===== config.mk =====
export PLATFORM = sky130hd
export DESIGN_NAME = fls_status_bank
export DESIGN_NICKNAME = d
export VERILOG_FILES = /design/src/hw/fls_pkg.sv /design/src/hw/fls_cycle_timer.sv /design/src/hw/fls_status_bank.sv
export VERILOG_INCLUDE_DIRS = /design/src /design/src/hw
export SDC_FILE = /design/constraint.sdc
export NUM_CORES = 1
export LEC_CHECK = 0
export ABC_AREA = 1
export BUFFER_PORTS_ARGS = -buffer_cell sky130_fd_sc_hd__buf_2
export CAP_MARGIN = 30
export CORE_UTILIZATION = 30
export DETAILED_ROUTE_END_ITERATION = 6
export PLACE_DENSITY = 0.5
export RECOVER_POWER = 50
export SLEW_MARGIN = 10
export SYNTH_ARGS = -nofsm -noshare
export SYNTH_HDL_FRONTEND = slang
export SYNTH_SLANG_ARGS = --single-unit

===== constraint.sdc =====
create_clock -name core_clk -period 2.3 [get_ports core_clk]
set_input_delay 0.46 -clock core_clk [delete_from_list [all_inputs] [get_ports core_clk]]
set_output_delay 0.46 -clock core_clk [all_outputs]
set_load 0.005 [all_outputs]

===== src/hw/fls_defines.svh =====
/*
 * Constants of the flash status and write-enable bank: opcodes, status bit
 * positions, reset value, address map slices, discovery table and default
 * internal cycle lengths. Assumes inclusion by bare name from design files.
 */
`ifndef FLS_DEFINES_SVH
`define FLS_DEFINES_SVH

// Instruction opcodes
`define FLS_OP_WEN_C       8'h06
`define FLS_OP_WDIS_C      8'h04
`define FLS_OP_SRD_C       8'h05
`define FLS_OP_SFDP_C      8'h5A
`define FLS_OP_SWR_C       8'h01
`define FLS_OP_FWR_C       8'h42
`define FLS_OP_PROG_C      8'h02
`define FLS_OP_QPROG_A_C   8'h32
`define FLS_OP_QPROG_B_C   8'h38
`define FLS_OP_IR_PROG_C   8'h62
`define FLS_OP_SECT_A_C    8'hD7
`define FLS_OP_SECT_B_C    8'h20
`define FLS_OP_HALF_C      8'h52
`define FLS_OP_BLOCK_C     8'hD8
`define FLS_OP_CHIP_A_C    8'hC7
`define FLS_OP_CHIP_B_C    8'h60
`define FLS_OP_IR_ERASE_C  8'h64

// Status register layout
`define FLS_SR_SWD_BIT     7
`define FLS_SR_QUAD_BIT    6
`define FLS_SR_BP_HI       5
`define FLS_SR_BP_LO       2
`define FLS_SR_LATCH_BIT   1
`define FLS_SR_BUSY_BIT    0
`define FLS_SR_RESET       8'h00

// Address map: 8 Mbyte, 4K sectors, 32K and 64K blocks
`define FLS_ADDR_W         23
`define FLS_ADDR_MAX       23'h7F_FFFF
`define FLS_SECTOR_LSB     12
`define FLS_HALF_LSB       15
`define FLS_BLOCK_LSB      16
`define FLS_BLOCK_COUNT    8'h80

// Discovery database
`define FLS_SFDP_SIG       32'h5044_4653
`define FLS_SFDP_ID        16'hFF00
`define FLS_SFDP_BYTES     5'h10

// Default internal cycle lengths in core_clk cycles
`define FLS_T_SWR_CYC      24'h00_0010
`define FLS_T_PROG_CYC     24'h00_0020
`define FLS_T_SER_CYC      24'h00_0040
`define FLS_T_BER_CYC      24'h00_0080
`define FLS_T_CER_CYC      24'h00_0100
`define FLS_CNT_W          24

`endif


===== src/hw/fls_pkg.sv =====
/*
 * Types shared by the flash status bank and its host model, checker and bench.
 * Assumes fls_defines.svh is on the include path.
 */
`include "fls_defines.svh"

package fls_pkg;

  // Decoded instruction handed over by the serial front end
  typedef struct packed {
    logic                      valid;
    logic [7:0]                opcode;
    logic [`FLS_ADDR_W-1:0]    addr;
    logic [7:0]                wdata;
  } fls_instr_t;

  typedef enum logic [2:0] {
    FLS_K_PROG,
    FLS_K_IR_PROG,
    FLS_K_SECTOR,
    FLS_K_HALF,
    FLS_K_BLOCK,
    FLS_K_CHIP,
    FLS_K_IR_ERASE
  } fls_kind_t;

  // Sector and block numbers of an address
  typedef struct packed {
    logic [10:0] sector;
    logic [7:0]  half_block;
    logic [6:0]  block;
  } fls_map_t;

  // Array operation launched toward the array controller
  typedef struct packed {
    logic                   valid;
    fls_kind_t              kind;
    logic [`FLS_ADDR_W-1:0] addr;
    fls_map_t               map;
  } fls_op_t;

  typedef enum logic {
    FLS_READY,
    FLS_CYCLE
  } fls_state_t;

  typedef enum logic [1:0] {
    FLS_RD_NONE,
    FLS_RD_STATUS,
    FLS_RD_SFDP
  } fls_rd_src_t;

endpackage


===== src/hw/fls_cycle_timer.sv =====
/*
 * Down counter that times one internal write, program or erase cycle.
 * Assumes start only while not running; len of zero is treated as one.
 */
`include "fls_defines.svh"

module fls_cycle_timer #(
  parameter int CNT_W = `FLS_CNT_W
) (
  input  wire logic             core_clk,
  input  wire logic             rstn,
  input  wire logic             start,
  input  wire logic [CNT_W-1:0] len,
  output logic                  done,
  output logic                  running
);

  logic [CNT_W-1:0] cnt_q;
  logic [CNT_W-1:0] cnt_d;
  logic             run_q;
  logic             run_d;
  logic             done_q;
  logic             done_d;

  // Load on start, count down, pulse done after the last count
  always_comb begin
    cnt_d  = cnt_q;
    run_d  = run_q;
    done_d = 1'b0;
    if (start) begin
      cnt_d = (len == '0) ? CNT_W'(1) : len;
      run_d = 1'b1;
    end else if (run_q) begin
      if (cnt_q <= CNT_W'(1)) begin
        run_d  = 1'b0;
        done_d = 1'b1;
      end else begin
        cnt_d = cnt_q - CNT_W'(1);
      end
    end
  end

  always_ff @(posedge core_clk or negedge rstn) begin
    if (!rstn) begin
      cnt_q  <= '0;
      run_q  <= 1'b0;
      done_q <= 1'b0;
    end else begin
      cnt_q  <= cnt_d;
      run_q  <= run_d;
      done_q <= done_d;
    end
  end

  assign done    = done_q;
  assign running = run_q;

endmodule // fls_cycle_timer


===== src/hw/fls_status_bank.sv =====
/*
 * Status register and write-enable gating of the serial flash: address map,
 * busy and latch handling, protection checks, quad pin mode, register read
 * repeat and the discovery table. Assumes a front end that decodes each
 * instruction into one fls_instr_t pulse and asks for each further output
 * byte with rd_byte_req while chip select is low. All inputs except rstn are synchronous.
 */
`include "fls_defines.svh"

// Behaviour
// 4K sectors, 32K and 64K blocks
// Blocks are eight or sixteen aligned sectors
// Decode addresses up to 7FFFFFh
// Discovery table holds mandatory FF00h header
// Continuous register read repeats the byte
// Status byte layout, all bits reset zero
// Busy bit read-only, set during cycles
// Latch set/cleared only by its instructions
// Latch clears when an operation completes
// Latch low inhibits writes, programs, erases
// Host issues write enable before writes
// Program opcodes 02h, 32h, 38h, 62h
// Erase opcodes D7h, 20h, 52h, D8h, C7h, 60h, 64h
// Status write 01h, function write 42h
// Read-status returns current status contents
// Nonzero protect bits protect their blocks
// Quad enable bit switches quad function
// Write-disable bit marks status write-protected
// Disable bit plus low pin blocks writes
// Chip erase needs all protect bits zero
// Quad enable turns protect/hold into data
// Busy spans cycle, latch falls with busy
// Gated instruction without latch changes nothing
module fls_status_bank #(
  parameter int unsigned T_SWR_CYC  = `FLS_T_SWR_CYC,
  parameter int unsigned T_PROG_CYC = `FLS_T_PROG_CYC,
  parameter int unsigned T_SER_CYC  = `FLS_T_SER_CYC,
  parameter int unsigned T_BER_CYC  = `FLS_T_BER_CYC,
  parameter int unsigned T_CER_CYC  = `FLS_T_CER_CYC
) (
  input  wire logic               core_clk,
  input  wire logic               rstn,
  input  wire fls_pkg::fls_instr_t instr,
  input  wire logic               cs_n,
  input  wire logic               rd_byte_req,
  input  wire logic               wp_n,
  output logic [7:0]              status_q,
  output logic [7:0]              rd_data_q,
  output logic                    rd_valid_q,
  output logic                    quad_enable_q,
  output logic                    io2_is_data_q,
  output logic                    io3_is_data_q,
  output fls_pkg::fls_op_t        array_op_q,
  output logic                    func_write_q,
  output logic [7:0]              func_data_q,
  output logic                    refused_q
);

  localparam int CW = `FLS_CNT_W;
  // Literals cannot be sliced, so the table constants get names first
  localparam logic [31:0] SFDP_SIG   = `FLS_SFDP_SIG;
  localparam logic [15:0] SFDP_ID    = `FLS_SFDP_ID;
  localparam logic [4:0]  SFDP_BYTES = `FLS_SFDP_BYTES;

  // Non-volatile bits {write disable, quad enable, protect 3..0}
  logic [5:0]          nv_q;
  logic [5:0]          nv_d;
  logic [5:0]          pend_q;
  logic [5:0]          pend_d;
  logic                pend_sr_q;
  logic                pend_sr_d;
  logic                wel_q;
  logic                wel_d;
  fls_pkg::fls_state_t state_q;
  fls_pkg::fls_state_t state_d;
  logic [7:0]          status_d;
  logic                quad_d;
  fls_pkg::fls_op_t    op_d;
  logic                func_d;
  logic [7:0]          fdata_d;
  logic                refuse_d;
  logic                t_start;
  logic [CW-1:0]       t_len;
  logic                t_done;

  // Read side
  fls_pkg::fls_rd_src_t rd_src_q;
  fls_pkg::fls_rd_src_t rd_src_d;
  logic [4:0]           sfdp_ptr_q;
  logic [4:0]           sfdp_ptr_d;
  logic [7:0]           rd_data_d;
  logic                 rd_valid_d;

  logic [3:0] bp;
  logic       busy;
  logic       gated;
  logic       is_chip;
  logic       prot_hit;
  fls_pkg::fls_kind_t kind;
  fls_pkg::fls_map_t  map;

  assign bp   = nv_q[3:0];
  assign busy = (state_q == fls_pkg::FLS_CYCLE);

  // Sector and block numbers are plain slices, so blocks stay aligned
  assign map.sector     = instr.addr[`FLS_ADDR_W-1:`FLS_SECTOR_LSB];
  assign map.half_block = instr.addr[`FLS_ADDR_W-1:`FLS_HALF_LSB];
  assign map.block      = instr.addr[`FLS_ADDR_W-1:`FLS_BLOCK_LSB];

  // Instructions that need the latch, and their array kind
  always_comb begin
    gated   = 1'b1;
    is_chip = 1'b0;
    kind    = fls_pkg::FLS_K_PROG;
    unique case (instr.opcode)
      `FLS_OP_PROG_C, `FLS_OP_QPROG_A_C, `FLS_OP_QPROG_B_C: kind = fls_pkg::FLS_K_PROG;
      `FLS_OP_IR_PROG_C:                  kind = fls_pkg::FLS_K_IR_PROG;
      `FLS_OP_SECT_A_C, `FLS_OP_SECT_B_C: kind = fls_pkg::FLS_K_SECTOR;
      `FLS_OP_HALF_C:                     kind = fls_pkg::FLS_K_HALF;
      `FLS_OP_BLOCK_C:                    kind = fls_pkg::FLS_K_BLOCK;
      `FLS_OP_CHIP_A_C, `FLS_OP_CHIP_B_C: begin
        kind    = fls_pkg::FLS_K_CHIP;
        is_chip = 1'b1;
      end
      `FLS_OP_IR_ERASE_C:                 kind = fls_pkg::FLS_K_IR_ERASE;
      `FLS_OP_SWR_C, `FLS_OP_FWR_C:       kind = fls_pkg::FLS_K_PROG;
      default:                            gated = 1'b0;
    endcase
  end

  // Top-area protection: zero protects none, 8..15 all, n the top 2^(n-1)
  always_comb begin
    logic [7:0] lim;
    lim      = `FLS_BLOCK_COUNT - (8'h01 << (bp[2:0] - 3'h1));
    prot_hit = 1'b0;
    if (kind == fls_pkg::FLS_K_IR_PROG || kind == fls_pkg::FLS_K_IR_ERASE) begin
      prot_hit = 1'b0;                               // Info rows lie outside the map
    end else if (bp[3]) begin
      prot_hit = 1'b1;
    end else if (bp != 4'h0) begin
      prot_hit = ({1'b0, map.block} >= lim);
    end
  end

  // Cycle length per kind
  always_comb begin
    unique case (kind)
      fls_pkg::FLS_K_PROG, fls_pkg::FLS_K_IR_PROG: t_len = CW'(T_PROG_CYC);
      fls_pkg::FLS_K_SECTOR, fls_pkg::FLS_K_IR_ERASE: t_len = CW'(T_SER_CYC);
      fls_pkg::FLS_K_HALF, fls_pkg::FLS_K_BLOCK: t_len = CW'(T_BER_CYC);
      fls_pkg::FLS_K_CHIP: t_len = CW'(T_CER_CYC);
      default: t_len = CW'(T_PROG_CYC);              // Unused kind code
    endcase
    if (instr.opcode == `FLS_OP_SWR_C || instr.opcode == `FLS_OP_FWR_C) begin
      t_len = CW'(T_SWR_CYC);
    end
  end

  // Latch, busy and non-volatile bits. Completion is handled before the
  // new instruction, which still sees busy; a gated one is refused in that cycle.
  always_comb begin
    nv_d      = nv_q;
    pend_d    = pend_q;
    pend_sr_d = pend_sr_q;
    wel_d     = wel_q;
    state_d   = state_q;
    op_d      = '0;
    func_d    = 1'b0;
    fdata_d   = func_data_q;
    refuse_d  = 1'b0;
    t_start   = 1'b0;
    if (t_done) begin
      state_d   = fls_pkg::FLS_READY;
      wel_d     = 1'b0;
      pend_sr_d = 1'b0;
      if (pend_sr_q) begin
        nv_d = pend_q;
      end
    end
    if (instr.valid) begin
      if (instr.opcode == `FLS_OP_WEN_C) begin
        if (!busy) begin
          wel_d = 1'b1;
        end
      end else if (instr.opcode == `FLS_OP_WDIS_C) begin
        if (!busy) begin
          wel_d = 1'b0;
        end
      end else if (gated) begin
        if (busy || !wel_q) begin
          refuse_d = 1'b1;
        end else if (instr.opcode == `FLS_OP_SWR_C) begin
          if (nv_q[5] && !wp_n) begin
            refuse_d = 1'b1;
          end else begin
            pend_d    = instr.wdata[7:2];            // Latch bits untouched
            pend_sr_d = 1'b1;
            t_start   = 1'b1;
            state_d   = fls_pkg::FLS_CYCLE;
          end
        end else if (instr.opcode == `FLS_OP_FWR_C) begin
          func_d  = 1'b1;
          fdata_d = instr.wdata;
          t_start = 1'b1;
          state_d = fls_pkg::FLS_CYCLE;
        end else if (is_chip && bp != 4'h0) begin
          refuse_d = 1'b1;
        end else if (!is_chip && prot_hit) begin
          refuse_d = 1'b1;
        end else begin
          op_d.valid = 1'b1;
          op_d.kind  = kind;
          op_d.addr  = instr.addr & `FLS_ADDR_MAX;
          op_d.map   = map;
          t_start    = 1'b1;
          state_d    = fls_pkg::FLS_CYCLE;
        end
      end
    end
    status_d = {nv_d, wel_d, (state_d == fls_pkg::FLS_CYCLE)};
    quad_d   = nv_d[4];
  end

  always_ff @(posedge core_clk or negedge rstn) begin
    if (!rstn) begin
      nv_q          <= 6'h00;
      pend_q        <= 6'h00;
      pend_sr_q     <= 1'b0;
      wel_q         <= 1'b0;
      state_q       <= fls_pkg::FLS_READY;
      status_q      <= `FLS_SR_RESET;
      quad_enable_q <= 1'b0;
      io2_is_data_q <= 1'b0;
      io3_is_data_q <= 1'b0;
      array_op_q    <= '0;
      func_write_q  <= 1'b0;
      func_data_q   <= 8'h00;
      refused_q     <= 1'b0;
    end else begin
      nv_q          <= nv_d;
      pend_q        <= pend_d;
      pend_sr_q     <= pend_sr_d;
      wel_q         <= wel_d;
      state_q       <= state_d;
      status_q      <= status_d;
      quad_enable_q <= quad_d;
      io2_is_data_q <= quad_d;
      io3_is_data_q <= quad_d;
      array_op_q    <= op_d;
      func_write_q  <= func_d;
      func_data_q   <= fdata_d;
      refused_q     <= refuse_d;
    end
  end

  fls_cycle_timer #(
    .CNT_W (CW)
  ) u_timer (
    .core_clk (core_clk),
    .rstn     (rstn),
    .start    (t_start),
    .len      (t_len),
    .done     (t_done),
    .running  ()
  );

  // Discovery table: signature, one header with id FF00h, then its table.
  // Unprogrammed locations read as erased bytes.
  function automatic logic [7:0] sfdp_byte(input logic [4:0] a);
    logic [7:0] b;
    b = 8'hFF;
    unique case (a)
      5'h00: b = SFDP_SIG[7:0];
      5'h01: b = SFDP_SIG[15:8];
      5'h02: b = SFDP_SIG[23:16];
      5'h03: b = SFDP_SIG[31:24];
      5'h04: b = 8'h00;                              // Minor revision
      5'h05: b = 8'h01;                              // Major revision
      5'h06: b = 8'h00;                              // One header only
      5'h07: b = 8'hFF;
      5'h08: b = SFDP_ID[7:0];
      5'h09: b = 8'h00;
      5'h0A: b = 8'h01;
      5'h0B: b = 8'h01;                              // Table length, dwords
      5'h0C: b = {3'b000, SFDP_BYTES};
      5'h0D: b = 8'h00;
      5'h0E: b = 8'h00;
      5'h0F: b = SFDP_ID[15:8];
      5'h10: b = 8'hE5;                              // Basic table: 4K erase
      5'h11: b = 8'h20;
      5'h12: b = 8'hF1;
      5'h13: b = 8'hFF;
      default: b = 8'hFF;
    endcase
    return b;
  endfunction

  // Register read source follows the frame; the status byte is sent again
  // on every further request so a polling host sees busy fall live.
  always_comb begin
    rd_src_d   = rd_src_q;
    sfdp_ptr_d = sfdp_ptr_q;
    rd_data_d  = rd_data_q;
    rd_valid_d = 1'b0;
    if (cs_n) begin
      rd_src_d = fls_pkg::FLS_RD_NONE;               // Frame end stops the repeat
    end
    if (instr.valid && instr.opcode == `FLS_OP_SRD_C) begin
      rd_src_d   = fls_pkg::FLS_RD_STATUS;
      rd_data_d  = status_q;
      rd_valid_d = 1'b1;
    end else if (instr.valid && instr.opcode == `FLS_OP_SFDP_C) begin
      rd_src_d   = fls_pkg::FLS_RD_SFDP;
      sfdp_ptr_d = instr.addr[4:0] + 5'h01;
      rd_data_d  = sfdp_byte(instr.addr[4:0]);
      rd_valid_d = 1'b1;
    end else if (rd_byte_req && !cs_n) begin
      unique case (rd_src_q)
        fls_pkg::FLS_RD_STATUS: begin
          rd_data_d  = status_q;
          rd_valid_d = 1'b1;
        end
        fls_pkg::FLS_RD_SFDP: begin
          rd_data_d  = sfdp_byte(sfdp_ptr_q);
          sfdp_ptr_d = sfdp_ptr_q + 5'h01;
          rd_valid_d = 1'b1;
        end
        default: rd_valid_d = 1'b0;
      endcase
    end
  end

  always_ff @(posedge core_clk or negedge rstn) begin
    if (!rstn) begin
      rd_src_q   <= fls_pkg::FLS_RD_NONE;
      sfdp_ptr_q <= 5'h00;
      rd_data_q  <= 8'h00;
      rd_valid_q <= 1'b0;
    end else begin
      rd_src_q   <= rd_src_d;
      sfdp_ptr_q <= sfdp_ptr_d;
      rd_data_q  <= rd_data_d;
      rd_valid_q <= rd_valid_d;
    end
  end

endmodule // fls_status_bank


== After elaboration in Yosys (flattened, before gate mapping) ==
Memories as Yosys holds them, arrays and structs flattened.
Index checks and enable logic that the tools add are counted.
Widths: inputs -> output; s select.
Storage, ports and cells
  register bits after elaboration: 129
  latch bits: 0
  memory bits (writable): 0
  ROM bits: 512
  input port bits: 45
  word-level logic and storage cells: 192
  memories kept: 2
Memory list
  (no name shown): depth 32, width 8, rd ports 1, clocked after Yosys merged registers in 0, wr ports 0, RTL line fls_status_bank.sv:272  | unique case (a)
  (no name shown): depth 32, width 8, rd ports 1, clocked after Yosys merged registers in 0, wr ports 0, RTL line fls_status_bank.sv:272
Cells by class
  add/subtract/negate cells: 5
  multipliers: 0
  divide/modulo/power cells: 0
  magnitude comparators: 2
  equal/unequal tests: 26
  shift-type cells: 1
  mux-type cells: 95
  bitwise logic cells: 6
  reduce and logical (&&, ||, !) cells: 32
Operator list (count)
  $mux 53: 9
  $mux 24: 5
  $mux 1: 67
  $eq 8x7->1 const B: 6
  $pmux 9 s3: 1
  $eq 8x3->1 const B: 3
  $eq 8x6->1 const B: 3
  $eq 8x8->1 const B: 3
  $le 24x1->1 const B: 1
  $logic_not 24->1: 1
  $mux 8: 3
  $sub 24x1->24 const B: 1
  $pmux 3 s6: 1
  $pmux 8 s2: 1
  $mux 5: 3
  $reduce_and 7->1: 2
  $reduce_or 13->1: 1
  $mux 6: 2
  $add 5x1->5 const B: 2
  $reduce_or 2->1: 5
  $eq 3x3->1 const B: 3
  $eq 8x1->1 const B: 1
  $eq 8x2->1 const B: 1
  $ge 7x8->1: 1
  other kinds (18): 41

== Logic depth before layout (Yosys ltp) ==
Gate-level depths: netlist of run 1.
  depth after elaboration: 19
  gate-level depth with buffers: 22
  depth with buffers taken out: 21

== Modules after synthesis ==
From an unflattened synthesis of run 1, not the netlist that was laid out.
Second synthesis, totals
  cells, all modules: 870
  area, all modules: 6184.7 µm²
Modules (own cells, without submodules)
  fls_status_bank: instances 1, cells an instance 524, area an instance 4052.6 µm², sequential area each 1701.6 µm²
  fls_cycle_timer: instances 1, cells an instance 346, area an instance 2132.0 µm², sequential area each 650.6 µm²

== Worst setup path after synthesis of run 1 ==
OpenSTA, ideal clock, no wires.
  path type: register -> register
  start point: register nv_q[1]
  end point: register u_timer.cnt_q[6]
  arrival time: 2.468 ns
  path slack: -0.293 ns
  cell stages (with the launch flop): 19
  buffers on the path: 2
  clock period less this slack: 2.593 ns
  cells stage by stage: dfrtp_1 -> clkbuf_1 -> nor2_1 -> inv_1 -> nor2_1 -> inv_1 -> ha_1 -> o32ai_1 -> ha_1 -> and3_1 -> nand2_1 -> nand4_1 -> nand3_1 -> nand2_2 -> nand3_2 -> nand2_2 -> buf_4 -> nand3_1 -> nand3_1
On the way
  word-level cells in the longest chain between the ends: 19
  elaborated cells between the ends (all ways): 23
  classes of those cells: add/sub (2); order compare (1); eq/ne (1); shift (1); mux (13); reduce/logical (5)
RTL lines
  from (decl): RTL line fls_status_bank.sv:66  | logic [5:0] nv_q;
  from (signal assigned): RTL line fls_status_bank.sv:240  | nv_q <= nv_d;
  $sub 3x1->3: RTL line fls_status_bank.sv:134  | lim = `FLS_BLOCK_COUNT - (8'h01 << (bp[2:0] - 3'h1));
  $shl 1x3->8: RTL line fls_status_bank.sv:134
  $sub 8x8->8 (no line)
  $ge 7x8->1: RTL line fls_status_bank.sv:141  | prot_hit = ({1'b0, map.block} >= lim);
  $mux 1: RTL line fls_status_bank.sv:140  | end else if (bp != 4'h0) begin
  $mux 1: RTL line fls_status_bank.sv:138  | end else if (bp[3]) begin
  $mux 1: RTL line fls_status_bank.sv:136  | if (kind == fls_pkg::FLS_K_IR_PROG || kind == fls_pkg::FLS_K_IR_ERASE) begin
  $logic_and 1x1->1: RTL line fls_status_bank.sv:208  | end else if (!is_chip && prot_hit) begin
  [... 3 more ...]
  $mux 1 (*): RTL line fls_status_bank.sv:192  | end else if (instr.opcode == `FLS_OP_SWR_C) begin
  $mux 1 (*): RTL line fls_status_bank.sv:190  | if (busy || !wel_q) begin
  $mux 1 (*): RTL line fls_status_bank.sv:189  | end else if (gated) begin
  $mux 1 (*): RTL line fls_status_bank.sv:185  | end else if (instr.opcode == `FLS_OP_WDIS_C) begin
  $mux 1 (*): RTL line fls_status_bank.sv:181  | if (instr.opcode == `FLS_OP_WEN_C) begin
  $mux 1 (*): RTL line fls_status_bank.sv:180  | if (instr.valid) begin
  $ne 2x2->1 (no line) / $reduce_bool 2->1 (equally long branches)
  $reduce_and 2->1 (no line)
  to (signal assigned): RTL line fls_cycle_timer.sv:49  | cnt_q <= cnt_d;
  to (decl): RTL line fls_cycle_timer.sv:18  | logic [CNT_W-1:0] cnt_q;
Every way passes the cells marked *; elsewhere a longest branch is shown, timed or not.
A chain may end at the register's enable or synchronous reset.

== Final worst setup path of run 1 ==
  start point: register nv_q[1]
  end point: register u_timer.cnt_q[18]
The elaborated chain is that of the path after synthesis.

==> out/results.txt, run 1 <==
outcome - finished with violations
failing checks - capacitance limit, slew limit, setup timing
Placer Congestion - 0.8606
largest net degree at the start of global routing - 48
Least-Margin Pin Slew - 1.607 ns
Layout area overhead - 28.58%
commonest non-fill, non-tap cell in the layout - nand2_1
RSZ-0062 raised after global routing - yes
number of clock sinks - 94
Fin. Hold Viols - 0
HPWL after detailed placement - 11,750 µm
Seq pwr share - 45.1%
Routed WL - 15,360 µm
gr ovfl total - 0
clk_skew - 0.004820 ns
via density per instance - 4.600
initial core utilization - 30.57%
layout cell share with drive strength beyond 1 - 31.23%
hold depth - 3
Sw Pwr - 0.001233 W
min Tclk post-route - 2.502 ns
Peak Freq - 399.6 MHz
Antenna Nets Post-Route - 0
maxcap violations - 1
number of H-tree levels - 3
FF-to-FF setup slack - -0.20 ns
most frequent cells in the layout - 138 x nand2_1, 123 x buf_2, 94 x inv_1, 94 x dfrtp_1, 89 x nor2_1
CTS tree - yes
CTS clock-pin slew for the worst setup and hold paths - 0.07 ns
Yosys top cell area share - 41.14%
die height - 140.1 µm
worst setup margin - -0.2023 ns
# diodes - 0
count of different cell masters after synthesis - 48
most area-consuming cells after synthesis - dfrtp_1 41%, nand2_1 9.5%, nor2_1 7.4%
Final Setup Violations - 54
DRT iter0 DRCs - 291
Slew Limit Fails - 31
number of I/O port buffers - 127
vias - 5,157
Leak - 3.853 nW
hold_ws - 0.3025 ns
syn_nets - 803
Yosys top cell by area - dfrtp_1
Core Region - 18,710 µm²
wire per inst - 13.70 µm
synthesized area - 5718 µm²
HP Start - instr[1]
WHS Endpoint - func_data_q[1]
antenna violations before repair - 0
switch share - 29.00%
TritonCTS Buffers - 9
Final period util - 108.8%
Slew HR - -7.133%
FILL cells - 1,963
drt pass-1 iters - 5
register area share after synthesis - 41.14%
Seq cells post-synth - 94
Critical Path Fanout Max - 8
number of remaining DRC errors - 0
first-pass GRT wire length - 25,680 µm
crit start category - flip-flop
Worst-Skew Late Latency - 0.35 ns
Cell Int Power - 0.003019 W
combinational share of power - 16.4%
ys async rst share - 100.0%
R2R depth - 17
Critical Path End Type - flip-flop
vias in the first global route - 5,002
Clock Path Buffers - 2
Syn Inst Count - 740
hold-fix buffers at CTS - 0
Synth Flop Type - dfrtp_1
Tot GR Track Use - 16.62%
origin of the critical flop-to-flop path - nv_q[1]
syn_area_per_cell - 7.727 µm²
num rows - 50
Worst VDD drop - 322.7 µV
Total Power - 0.004253 W
net count reported at finish - 945
worst flop-to-flop path endpoint - u_timer.cnt_q[18]
clk root buf - clkbuf_16
DIE AREA - 19,620 µm²
power density cells - 578.4 nW/µm²
Die W - 140.1 µm
Crit path arrival time - 2.74 ns
Ports - 128
Critical Path RT - 2.54 ns
Worst Hold Class - primary input to flip-flop
clock share of power - 38.5%
kind of critical path - flip-flop to flip-flop
Ys Warns - 0
number of synthesized flops with an enable pin - 0
## metrics by stage
stage	TNS (ns)	worst slack (ns)	std cells	utilization, %	area [µm²]
floorplan	-6.981	-0.1970	740	-	5761
global placement	-7.711	-0.1823	1092	35.57	6654
detailed placement	-11.32	-0.2557	1092	35.57	6654
CTS	-9.942	-0.2199	1119	38.69	7237
global route	-28.53	-0.3907	1121	39.30	7352
finish	-8.622	-0.2023	1121	39.30	7352
## kinds of logic after synthesis
| group | count (synthesis) | synth area share, % |
|---|---|---|
| AND/OR/NAND/NOR | 359 | 28.40 |
| AO/OA/AOI/OAI | 96 | 10.13 |
| multiplexers | 1 | 0.1969 |
| flip-flops | 94 | 41.14 |
| XOR/XNOR | 23 | 3.523 |
| buffers and inverters | 149 | 12.67 |
| adder cells (fa/ha/maj) | 18 | 3.939 |
## critical path: stages (launching register included)
cell and delay (ns):
dfrtp_1 0.38, nor2_2 0.11, inv_2 0.05, nor2_4 0.09, inv_2 0.05, ha_4 0.17, o32ai_2 0.20, ha_1 0.27
and3_4 0.17, nand2_2 0.06, nand4_1 0.11, nand3_1 0.10, nand2_2 0.08, nand3_4 0.10, nand2_8 0.09, buf_12 0.18
nand3b_1 0.11, o21ai_2 0.06
## routing by layer
layer	routed length [µm]	GRT usage, %
met1	7462	22.30
met2	7091	27.24
met3	622	2.906
met4	181	5.032
met5	0	0
## worst max-delay path by stage
stage,start,depth (start not counted),end,slack (ns)
after floorplan,nv_q[1],18,u_timer.cnt_q[6],-0.20
after global placement,nv_q[0],18,status_q[0],-0.18
after detailed placement,nv_q[0],19,u_timer.cnt_q[17],-0.26
after CTS,nv_q[1],17,u_timer.cnt_q[15],-0.22
after global routing,nv_q[1],17,u_timer.cnt_q[18],-0.39
final,nv_q[1],17,u_timer.cnt_q[18],-0.20
## synth_stat cells (2+ instances only)
cell type / count
clkbuf_1: 4
nand2_2: 9
ha_1: 18
o21ai_1: 21
a22oi_1: 2
a211oi_1: 2
nand3b_1: 9
a31oi_1: 4
a41oi_1: 3
nor4_1: 4
buf_6: 2
buf_2: 4
dfrtp_1: 94
nor2_4: 2
o32ai_1: 2
o31ai_1: 2
a21oi_1: 20
o21ai_0: 23
inv_2: 5
xor2_1: 19
nand3_1: 41
inv_1: 97
nor2_1: 113
o221ai_1: 2
nor2_2: 8
nand2_1: 145
o21ai_2: 8
xnor2_1: 4
nand4_1: 7
nor3_1: 11
buf_4: 35
o22ai_1: 3
nand3_2: 2
## area by class of cell
| type | instances | area [µm²] | area share (%) |
|---|---|---|---|
| sequential | 94 | 2352 | 31.99 |
| timing repair buffer | 177 | 1129 | 15.35 |
| clock buffer | 9 | 225.2 | 3.063 |
| inverter | 103 | 394.1 | 5.361 |
| clock inverter | 7 | 96.34 | 1.310 |
| multi-input combinational | 497 | 2863 | 38.94 |
| tap | 234 | 292.8 | 3.982 |
## registers in the layout (all words and copies together) (netlist names), 5 cells and up
| signal | count |
|---|---|
| nv_q | 6 |
| array_op_q | 27 |
| pend_q | 6 |
| sfdp_ptr_q | 5 |
| func_data_q | 8 |
| rd_data_q | 8 |
| u_timer.cnt_q | 24 |
## power groups by stage
| stage | clock network [W] | logic (W) | registers, W |
|---|---|---|---|
| final | 0.00164 | 0.000699 | 0.00192 |
| after detailed placement | 0 | 0.000682 | 0.00194 |
| after floorplan | 0 | 0.000440 | 0.00191 |
| after global routing | 0.00177 | 0.000803 | 0.00194 |
| after CTS | 0.00169 | 0.000695 | 0.00191 |
| after global placement | 0 | 0.000676 | 0.00195 |
## timing repair
| action | in CTS | in global routing |
|---|---|---|
| resized for setup | 35 | 31 |
| setup endpoints to repair | 55 | 55 |
| pin swaps | 5 | 5 |
| setup buffers | 8 | 1 |
| gates cloned | 3 | 1 |
Power figures use the tool's default switching activity.
==> run 2, diff against run 1 <==
- ABC_AREA: 1 -> default
- PLACE_DENSITY: 0.5 -> 0.51
==> run 2 against run 1 <==
  * The run ends with setup timing left
  * Power up 2.0%
  * Sequential power down 3%
  * Cell count down 17%
  * Global-route usage down 0.27 points
  * Critical path type unchanged
  * Critical endpoint is now u_timer.cnt_q[5]
  * Largest cell class unchanged
  * Largest power group unchanged
  * Highest routed layer unchanged
==> out/results.txt, run 2 <==
outcome - finished with violations
failing checks - setup timing
clock share of power - 41.0% (+2.5 points)
switch share - 25.51% (-3.5 points)
Worst VDD drop - 450.6 µV (+40%)
setup TNS - -34.17 ns (-25.55 ns)
Clock Path Buffers - 2 (unchanged)
RSZ-0062 raised after global routing - yes
syn_area_per_cell - 9.870 µm² (+28%)
DIE AREA - 18,200 µm² (-7.2%)
CP max stage delay - 0.42 ns (+0.04 ns)
number of synthesized flops with an enable pin - 0 (unchanged)
net count reported at finish - 764 (-19%)
clk root buf - clkbuf_16
Critical Path Fanout Max - 8 (unchanged)
drt pass-1 iters - 4 (-1)
initial core utilization - 30.64% (+0.074 points)
Leak - 3.458 nW (-10%)
commonest cells in the netlist - 94 x dfrtp_1, 58 x nor2_1, 31 x buf_4, 30 x nand2_1, 22 x mux2_2
Least-Margin Pin Slew - 0.9606 ns (-0.6464 ns)
vias - 4,495 (-13%)
min Tclk post-route - 3.018 ns (+0.5161 ns)
antenna violations before repair - 0 (unchanged)
worst setup margin - -0.7183 ns (-0.5161 ns)
Routed WL - 13,970 µm (-9.1%)
Largest Register - array_op_q
Syn Inst Count - 537 (-27%)
Critical Path End Type - flip-flop
Synth Flop Type - dfrtp_1
Final Setup Violations - 55 (+1.9%)
Placer Congestion - 0.8686 (+0.93%)
maxcap violations - 0 (-1)
Tot GR Track Use - 16.35% (-0.27 points)
DRT iter0 DRCs - 267 (-8.2%)
Die W - 134.9 µm (-3.7%)
# diodes - 0 (unchanged)
Critical Path RT - 2.58 ns (+0.04 ns)
num rows - 48 (-4.0%)
fin area - 7151 µm² (-2.7%)
Core Region - 17,300 µm² (-7.5%)
Worst Hold Class - primary input to asynchronous set/reset pin
combinational share of power - 15.9% (-0.5 points)
Seq pwr share - 43.2% (-1.9 points)
ys async rst share - 100.0% (unchanged)
via density per instance - 4.828 (+5.0%)
Yosys top cell by area - dfrtp_1
Cell Int Power - 0.003230 W (+7.0%)
Fin. Hold Viols - 0 (unchanged)
most area-consuming cells after synthesis - dfrtp_1 44%, mux2_2 4.7%, buf_4 4.4%
Antenna Nets Post-Route - 0 (unchanged)
Total Power - 0.004336 W (+2.0%)
layout cell share with drive strength beyond 1 - 41.64% (+10 points)
number of I/O port buffers - 127 (unchanged)
die height - 134.9 µm (-3.7%)
CP max stage cell - or3b_4
TritonCTS Buffers - 9 (unchanged)
largest net degree at the start of global routing - 59 (+23%)
Largest regs - array_op_q: 27 flops, u_timer.cnt_q: 24 flops
Worst-Skew Late Latency - 0.36 ns (about the same)
first-pass GRT wire length - 23,090 µm (-10%)
Ys Warns - 0 (unchanged)
Final period util - 131.2% (+22 points)
Layout area overhead - 34.92%
clk_skew - 0.009247 ns (+0.004427 ns)
crit start category - flip-flop
gr ovfl total - 0 (unchanged)
syn_nets - 600 (-25%)
CTS clock-pin slew for the worst setup and hold paths - 0.07 ns (about the same)
CTS tree - yes
area post-placement - 6540 µm² (-1.7%)
kind of critical path - flip-flop to flip-flop
FILL cells - 1,731 (-12%)
power density cells - 606.4 nW/µm² (+4.8%)
most frequent cells in the layout - 123 x buf_2, 94 x dfrtp_1, 75 x buf_4
vias in the first global route - 4,394 (-12%)
number of remaining DRC errors - 0 (unchanged)
number of clock sinks - 94 (unchanged)
Slew HR - 35.96% (+43 points)
wire per inst - 15.00 µm (+9.5%)
cell mode on critical path - ha_4
Crit path arrival time - 3.30 ns (+0.56 ns)
commonest non-fill, non-tap cell in the layout - buf_2
max reg flops - 27 (unchanged)
count leader, synth - dfrtp_1
Peak Freq - 331.3 MHz (-17%)
synthesized area - 5300 µm² (-7.3%)
Ports - 128 (unchanged)
register area share after synthesis - 44.38% (+3.2 points)
Seq cells post-synth - 94 (unchanged)
HPWL after detailed placement - 10,440 µm (-11%)
Slew Limit Fails - 0 (-100%)
Sw Pwr - 0.001106 W (-10%)
Setup Slack @ Placement - -0.8627 ns (-0.6071 ns)
Yosys top cell area share - 44.38% (+3.2 points)
number of H-tree levels - 3 (unchanged)
count of different cell masters after synthesis - 71 (+48%)
Cell Chain, Critical Path - or3b_4 > ha_4 > nand2b_4 > o21ai_4 > ha_4 > a211oi_2 > nand3_2 > a31oi_4 > a2111oi_4 > o21ai_2 > and3_4 > buf_12 > mux2i_1
==> run 2: cell count changes in the layout (fill, tap and decap cells not counted), sizes merged, moves of 6 or more <==
| cell | change |
|---|---|
| nand3 | -30 |
| xnor2 | +15 |
| mux2 | +21 |
| and2 | +20 |
| o21ai | -34 |
| xor2 | -12 |
| nand2 | -124 |
| nand2b | +6 |
| buf | +36 |
| or3 | +6 |
| inv | -84 |
| nor2b | +7 |
| nor2 | -65 |
==> run 2: power groups by stage <==
stage          Sequential, W  Clock, W  Combinational, W
3_3_place_gp         0.00190         0          0.000640
6_report             0.00187   0.00178          0.000687
2_1_floorplan        0.00187         0          0.000377
4_1_cts              0.00187   0.00184          0.000686
3_5_place_dp         0.00190         0          0.000661
5_1_grt              0.00189   0.00189          0.000777
==> run 2: path summary, 6_finish.rpt <==
kind                       startpoint                 to  slack [ns]  cells after the start
setup reg to reg              nv_q[1]   u_timer.cnt_q[5]       -0.72                     13
max in group asynchronous        rstn        rd_src_q[0]        0.63                      2
setup / recovery              nv_q[1]   u_timer.cnt_q[5]       -0.72                     13
hold reg to reg             pend_sr_q          pend_sr_q        0.48                      1
min in group core_clk       instr[13]     array_op_q[31]        0.31                      2
hold / removal                   rstn  u_timer.cnt_q[13]        0.24                      1
==> run 2: logic make-up (layout without fill, tap and decap cells) <==
kind of cell / after synthesis / count (layout) / synth area share, %
and+or+nand+nor: 203 / 203 / 20.82
DFF: 94 / 94 / 44.38
AOI/OAI and AO/OA: 89 / 89 / 11.69
buffers and inverters: 78 / 247 / 8.097
muxes: 29 / 29 / 6.468
xor gates and xnor gates: 26 / 26 / 4.297
adders and majority gates: 18 / 18 / 4.249
==> run 2: cell type report <==
| type | instances | area (µm²) | area share (%) |
|---|---|---|---|
| well taps | 225 | 281.5 | 3.937 |
| clock buffers | 11 | 252.7 | 3.535 |
| flip-flops and latches | 94 | 2352 | 32.90 |
| clock inverters | 5 | 105.1 | 1.470 |
| repair buffers | 210 | 1334 | 18.65 |
| inverters | 21 | 78.83 | 1.102 |
| multi-input cells | 365 | 2746 | 38.41 |
==> run 2: metrics by stage <==
step	instances	hold WS [ns]	utilization (%)
final	931	0.2425	41.34
after global routing	931	0.3011	41.34
after CTS	930	0.08211	41.12
after detailed placement	911	0.4690	37.81
after global placement	911	0.4591	37.81
after floorplan	537	0.1644	-
==> run 2: critical path, delay by kind of cell, from the launching register on <==
family / cells / cell delay, ns
buffers and inverters: 1 / 0.15
DFF: 1 / 0.38
and+or+nand+nor: 4 / 0.96
AOI/OAI and AO/OA: 5 / 0.86
adders and majority gates: 2 / 0.41
muxes: 1 / 0.18
==> run 2: repair_timing <==
item                       4_1_cts  5_1_grt
resized for setup               38       12
hold buffers                     0        0
buffers inserted                 2        2
pin swaps                       12        7
cloned                           1        0
setup endpoints to repair       55       57
==> run 2: routing by layer <==
metal	vias up	routed length, µm	GRT usage (%)
li1	2179	-	-
met5	-	0	0
met2	140	6482	26.29
met1	2162	6519	21.76
met3	14	732	3.679
met4	0	232	5.181
==> run 3, diff against run 2 <==
- CORE_ASPECT_RATIO: default -> 2
- SLEW_MARGIN: 10 -> 20
==> run 3 against run 2 <==
  * The run still ends with setup timing left
  * First-iteration DRC count shrank 58%
  * Global-route usage grew 1.3 points
  * Clock power shrank 5%
==> out/results.txt, run 3 (synthesis gave the netlist of run 2 again) <==
TritonCTS Buffers - 9 (unchanged)
hold-fix buffers at CTS - 0 (unchanged)
layout cell share with drive strength beyond 1 - 42.92% (+1.3 points)
HPWL after detailed placement - 11,720 µm (+12%)
crit start category - flip-flop
Largest Register - array_op_q
number of remaining DRC errors - 0 (unchanged)
kind of critical path - flip-flop to flip-flop
clock share of power - 39.4% (-1.6 points)
Worst VDD drop - 345.0 µV (-23%)
DRT iter0 DRCs - 111 (-58%)
Seq pwr share - 43.7% (+0.5 points)
Worst Hold Class - primary input to flip-flop
Placer Congestion - 0.8265 (-4.8%)
commonest non-fill, non-tap cell in the layout - buf_2
cell mode on critical path - ha_4
vias - 4,596 (+2.2%)
num rows - 68 (+42%)
combinational share of power - 16.9% (+1.0 points)
CTS clock-pin slew for the worst setup and hold paths - 0.07 ns (about the same)
initial core utilization - 30.69% (+0.044 points)
most frequent cells in the layout - 123 x buf_2, 96 x buf_4, 94 x dfrtp_1
hold_ws - 0.3231 ns (+0.08060 ns)
Largest regs - array_op_q: 27 flops, u_timer.cnt_q: 24 flops
Peak Freq - 340.4 MHz (+2.8%)
Final period util - 127.7% (-3.5 points)
maxcap violations - 0 (unchanged)
die height - 190.0 µm (+41%)
first-pass GRT wire length - 24,390 µm (+5.6%)
CP max stage delay - 0.41 ns (about the same)
Die W - 95.99 µm (-29%)
worst setup margin - -0.6374 ns (+0.08092 ns)
number of H-tree levels - 3 (unchanged)
wire per inst - 15.90 µm (+6.0%)
Leak - 3.516 nW (+1.7%)
Core Region - 17,270 µm² (-0.14%)
Slew HR - 10.84% (-25 points)
number of clock sinks - 94 (unchanged)
Critical Path Fanout Max - 6 (-2)
clk root buf - clkbuf_16
# diodes - 0 (unchanged)
via density per instance - 4.905 (+1.6%)
min Tclk post-route - 2.937 ns (-0.08092 ns)
Clock Path Buffers - 2 (unchanged)
Final Setup Violations - 55 (unchanged)
Setup Slack @ Placement - -0.8527 ns (+0.01003 ns)
largest net degree at the start of global routing - 95 (+61%)
Crit path arrival time - 3.18 ns (-0.12 ns)
Cell Int Power - 0.003150 W (-2.5%)
Worst-Skew Late Latency - 0.35 ns (about the same)
outcome - finished with violations
area of the multi-input gates - 2719 µm² (-1.0%)
drt pass-1 iters - 4 (unchanged)
FILL cells - 1,719 (-0.69%)
RSZ-0062 raised after global routing - yes
Routed WL - 14,900 µm (+6.7%)
fin area - 7211 µm² (+0.84%)
vias in the first global route - 4,887 (+11%)
Critical Path End Type - flip-flop
Slew Limit Fails - 0 (unchanged)
Least-Margin Pin Slew - 1.337 ns (+0.3769 ns)
area post-placement - 6694 µm² (+2.4%)
gr ovfl total - 0 (unchanged)
power density cells - 595.6 nW/µm² (-1.8%)
failing checks - setup timing
max reg flops - 27 (unchanged)
antenna violations before repair - 0 (unchanged)
switch share - 26.65% (+1.1 points)
CTS tree - yes
FF+latch area - 2352 µm² (unchanged)
number of I/O port buffers - 127 (unchanged)
DIE AREA - 18,230 µm² (+0.18%)
Total Power - 0.004295 W (-0.96%)
Critical Path RT - 2.54 ns (-0.04 ns)
net count reported at finish - 785 (+2.7%)
Finished Core Util - 41.75% (+0.41 points)
Fin. Hold Viols - 0 (unchanged)
Antenna Nets Post-Route - 0 (unchanged)
clk_skew - 0.01154 ns (+0.002291 ns)
CP max stage cell - or3b_4
Layout area overhead - 36.05%
Sw Pwr - 0.001145 W (+3.5%)
Tot GR Track Use - 17.66% (+1.3 points)
Ports - 128 (unchanged)
Cell Chain, Critical Path - or3b_4 > ha_4 > nand3b_1 > o21ai_4 > ha_4 > and3_1 > a31oi_4 > a2111oi_4 > o21ai_2 > and3_4 > buf_4 > buf_6 > a21o_1
[run 3: cell count changes in the layout (fill, tap and decap cells not counted), moves of 2 or more]
cell and delta:
buf_4 +21, nor2_1 +5, buf_12 -4, buf_6 +4, nor2_4 -6, clkinvlp_4 -2
inv_6 +3
[run 3: per-stage QoR]
step	std cells	setup TNS (ns)
final	937	-31.63
after global routing	937	-38.31
after CTS	935	-30.52
after detailed placement	919	-43.42
after global placement	919	-38.10
after floorplan	537	-38.12
[run 3: final cells by class]
type | instances | area share (%)
well taps | 210 | 3.644
repair buffers | 231 | 20.23
clock inverters | 5 | 1.197
multi-input cells | 365 | 37.71
clock buffers | 11 | 3.505
flip-flops and latches | 94 | 32.62
inverters | 21 | 1.093
[run 3: power groups by stage]
stage	Combinational, W	Clock [W]	Sequential [W]
after floorplan	0.000377	0	0.00187
after global placement	0.000681	0	0.00190
after detailed placement	0.000710	0	0.00191
after CTS	0.000724	0.00175	0.00188
after global routing	0.000809	0.00180	0.00190
final	0.000727	0.00169	0.00188
[run 3: path summary, 6_finish.rpt]
check | startpoint | endpoint | slack (ns) | depth (start not counted)
setup / recovery | nv_q[1] | status_q[0] | -0.64 | 13
hold / removal | instr[21] | array_op_q[16] | 0.32 | 2
setup reg to reg | nv_q[1] | status_q[0] | -0.64 | 13
hold reg to reg | pend_sr_q | pend_sr_q | 0.48 | 1
max in group asynchronous | rstn | pend_q[1] | 0.91 | 2
min in group asynchronous | rstn | sfdp_ptr_q[1] | 0.54 | 2
[run 3: critical path: cells and delay by family (launching register included)]
| family | cells | cell delay (ns) |
|---|---|---|
| AND/OR/NAND/NOR | 4 | 0.93 |
| adder cells (fa/ha/maj) | 2 | 0.46 |
| flip-flops | 1 | 0.38 |
| buffers and inverters | 2 | 0.24 |
| AO/OA/AOI/OAI | 5 | 0.80 |
[run 3: timing repair]
action	4_1_cts	5_1_grt
resized for setup	25	18
cloned	1	0
setup endpoints to repair	55	64
pin swaps	7	10
setup buffers	0	2
endpoints found under the hold margin	0	0
[run 3: layer usage]
metal  share of wire (%)  track usage, %  wire (µm)
met1                  33           17.00       4978
met2                  59           34.02       8780
met3                 3.1           2.518        461
met4                 4.5           9.874        676
met5                   0               0          0
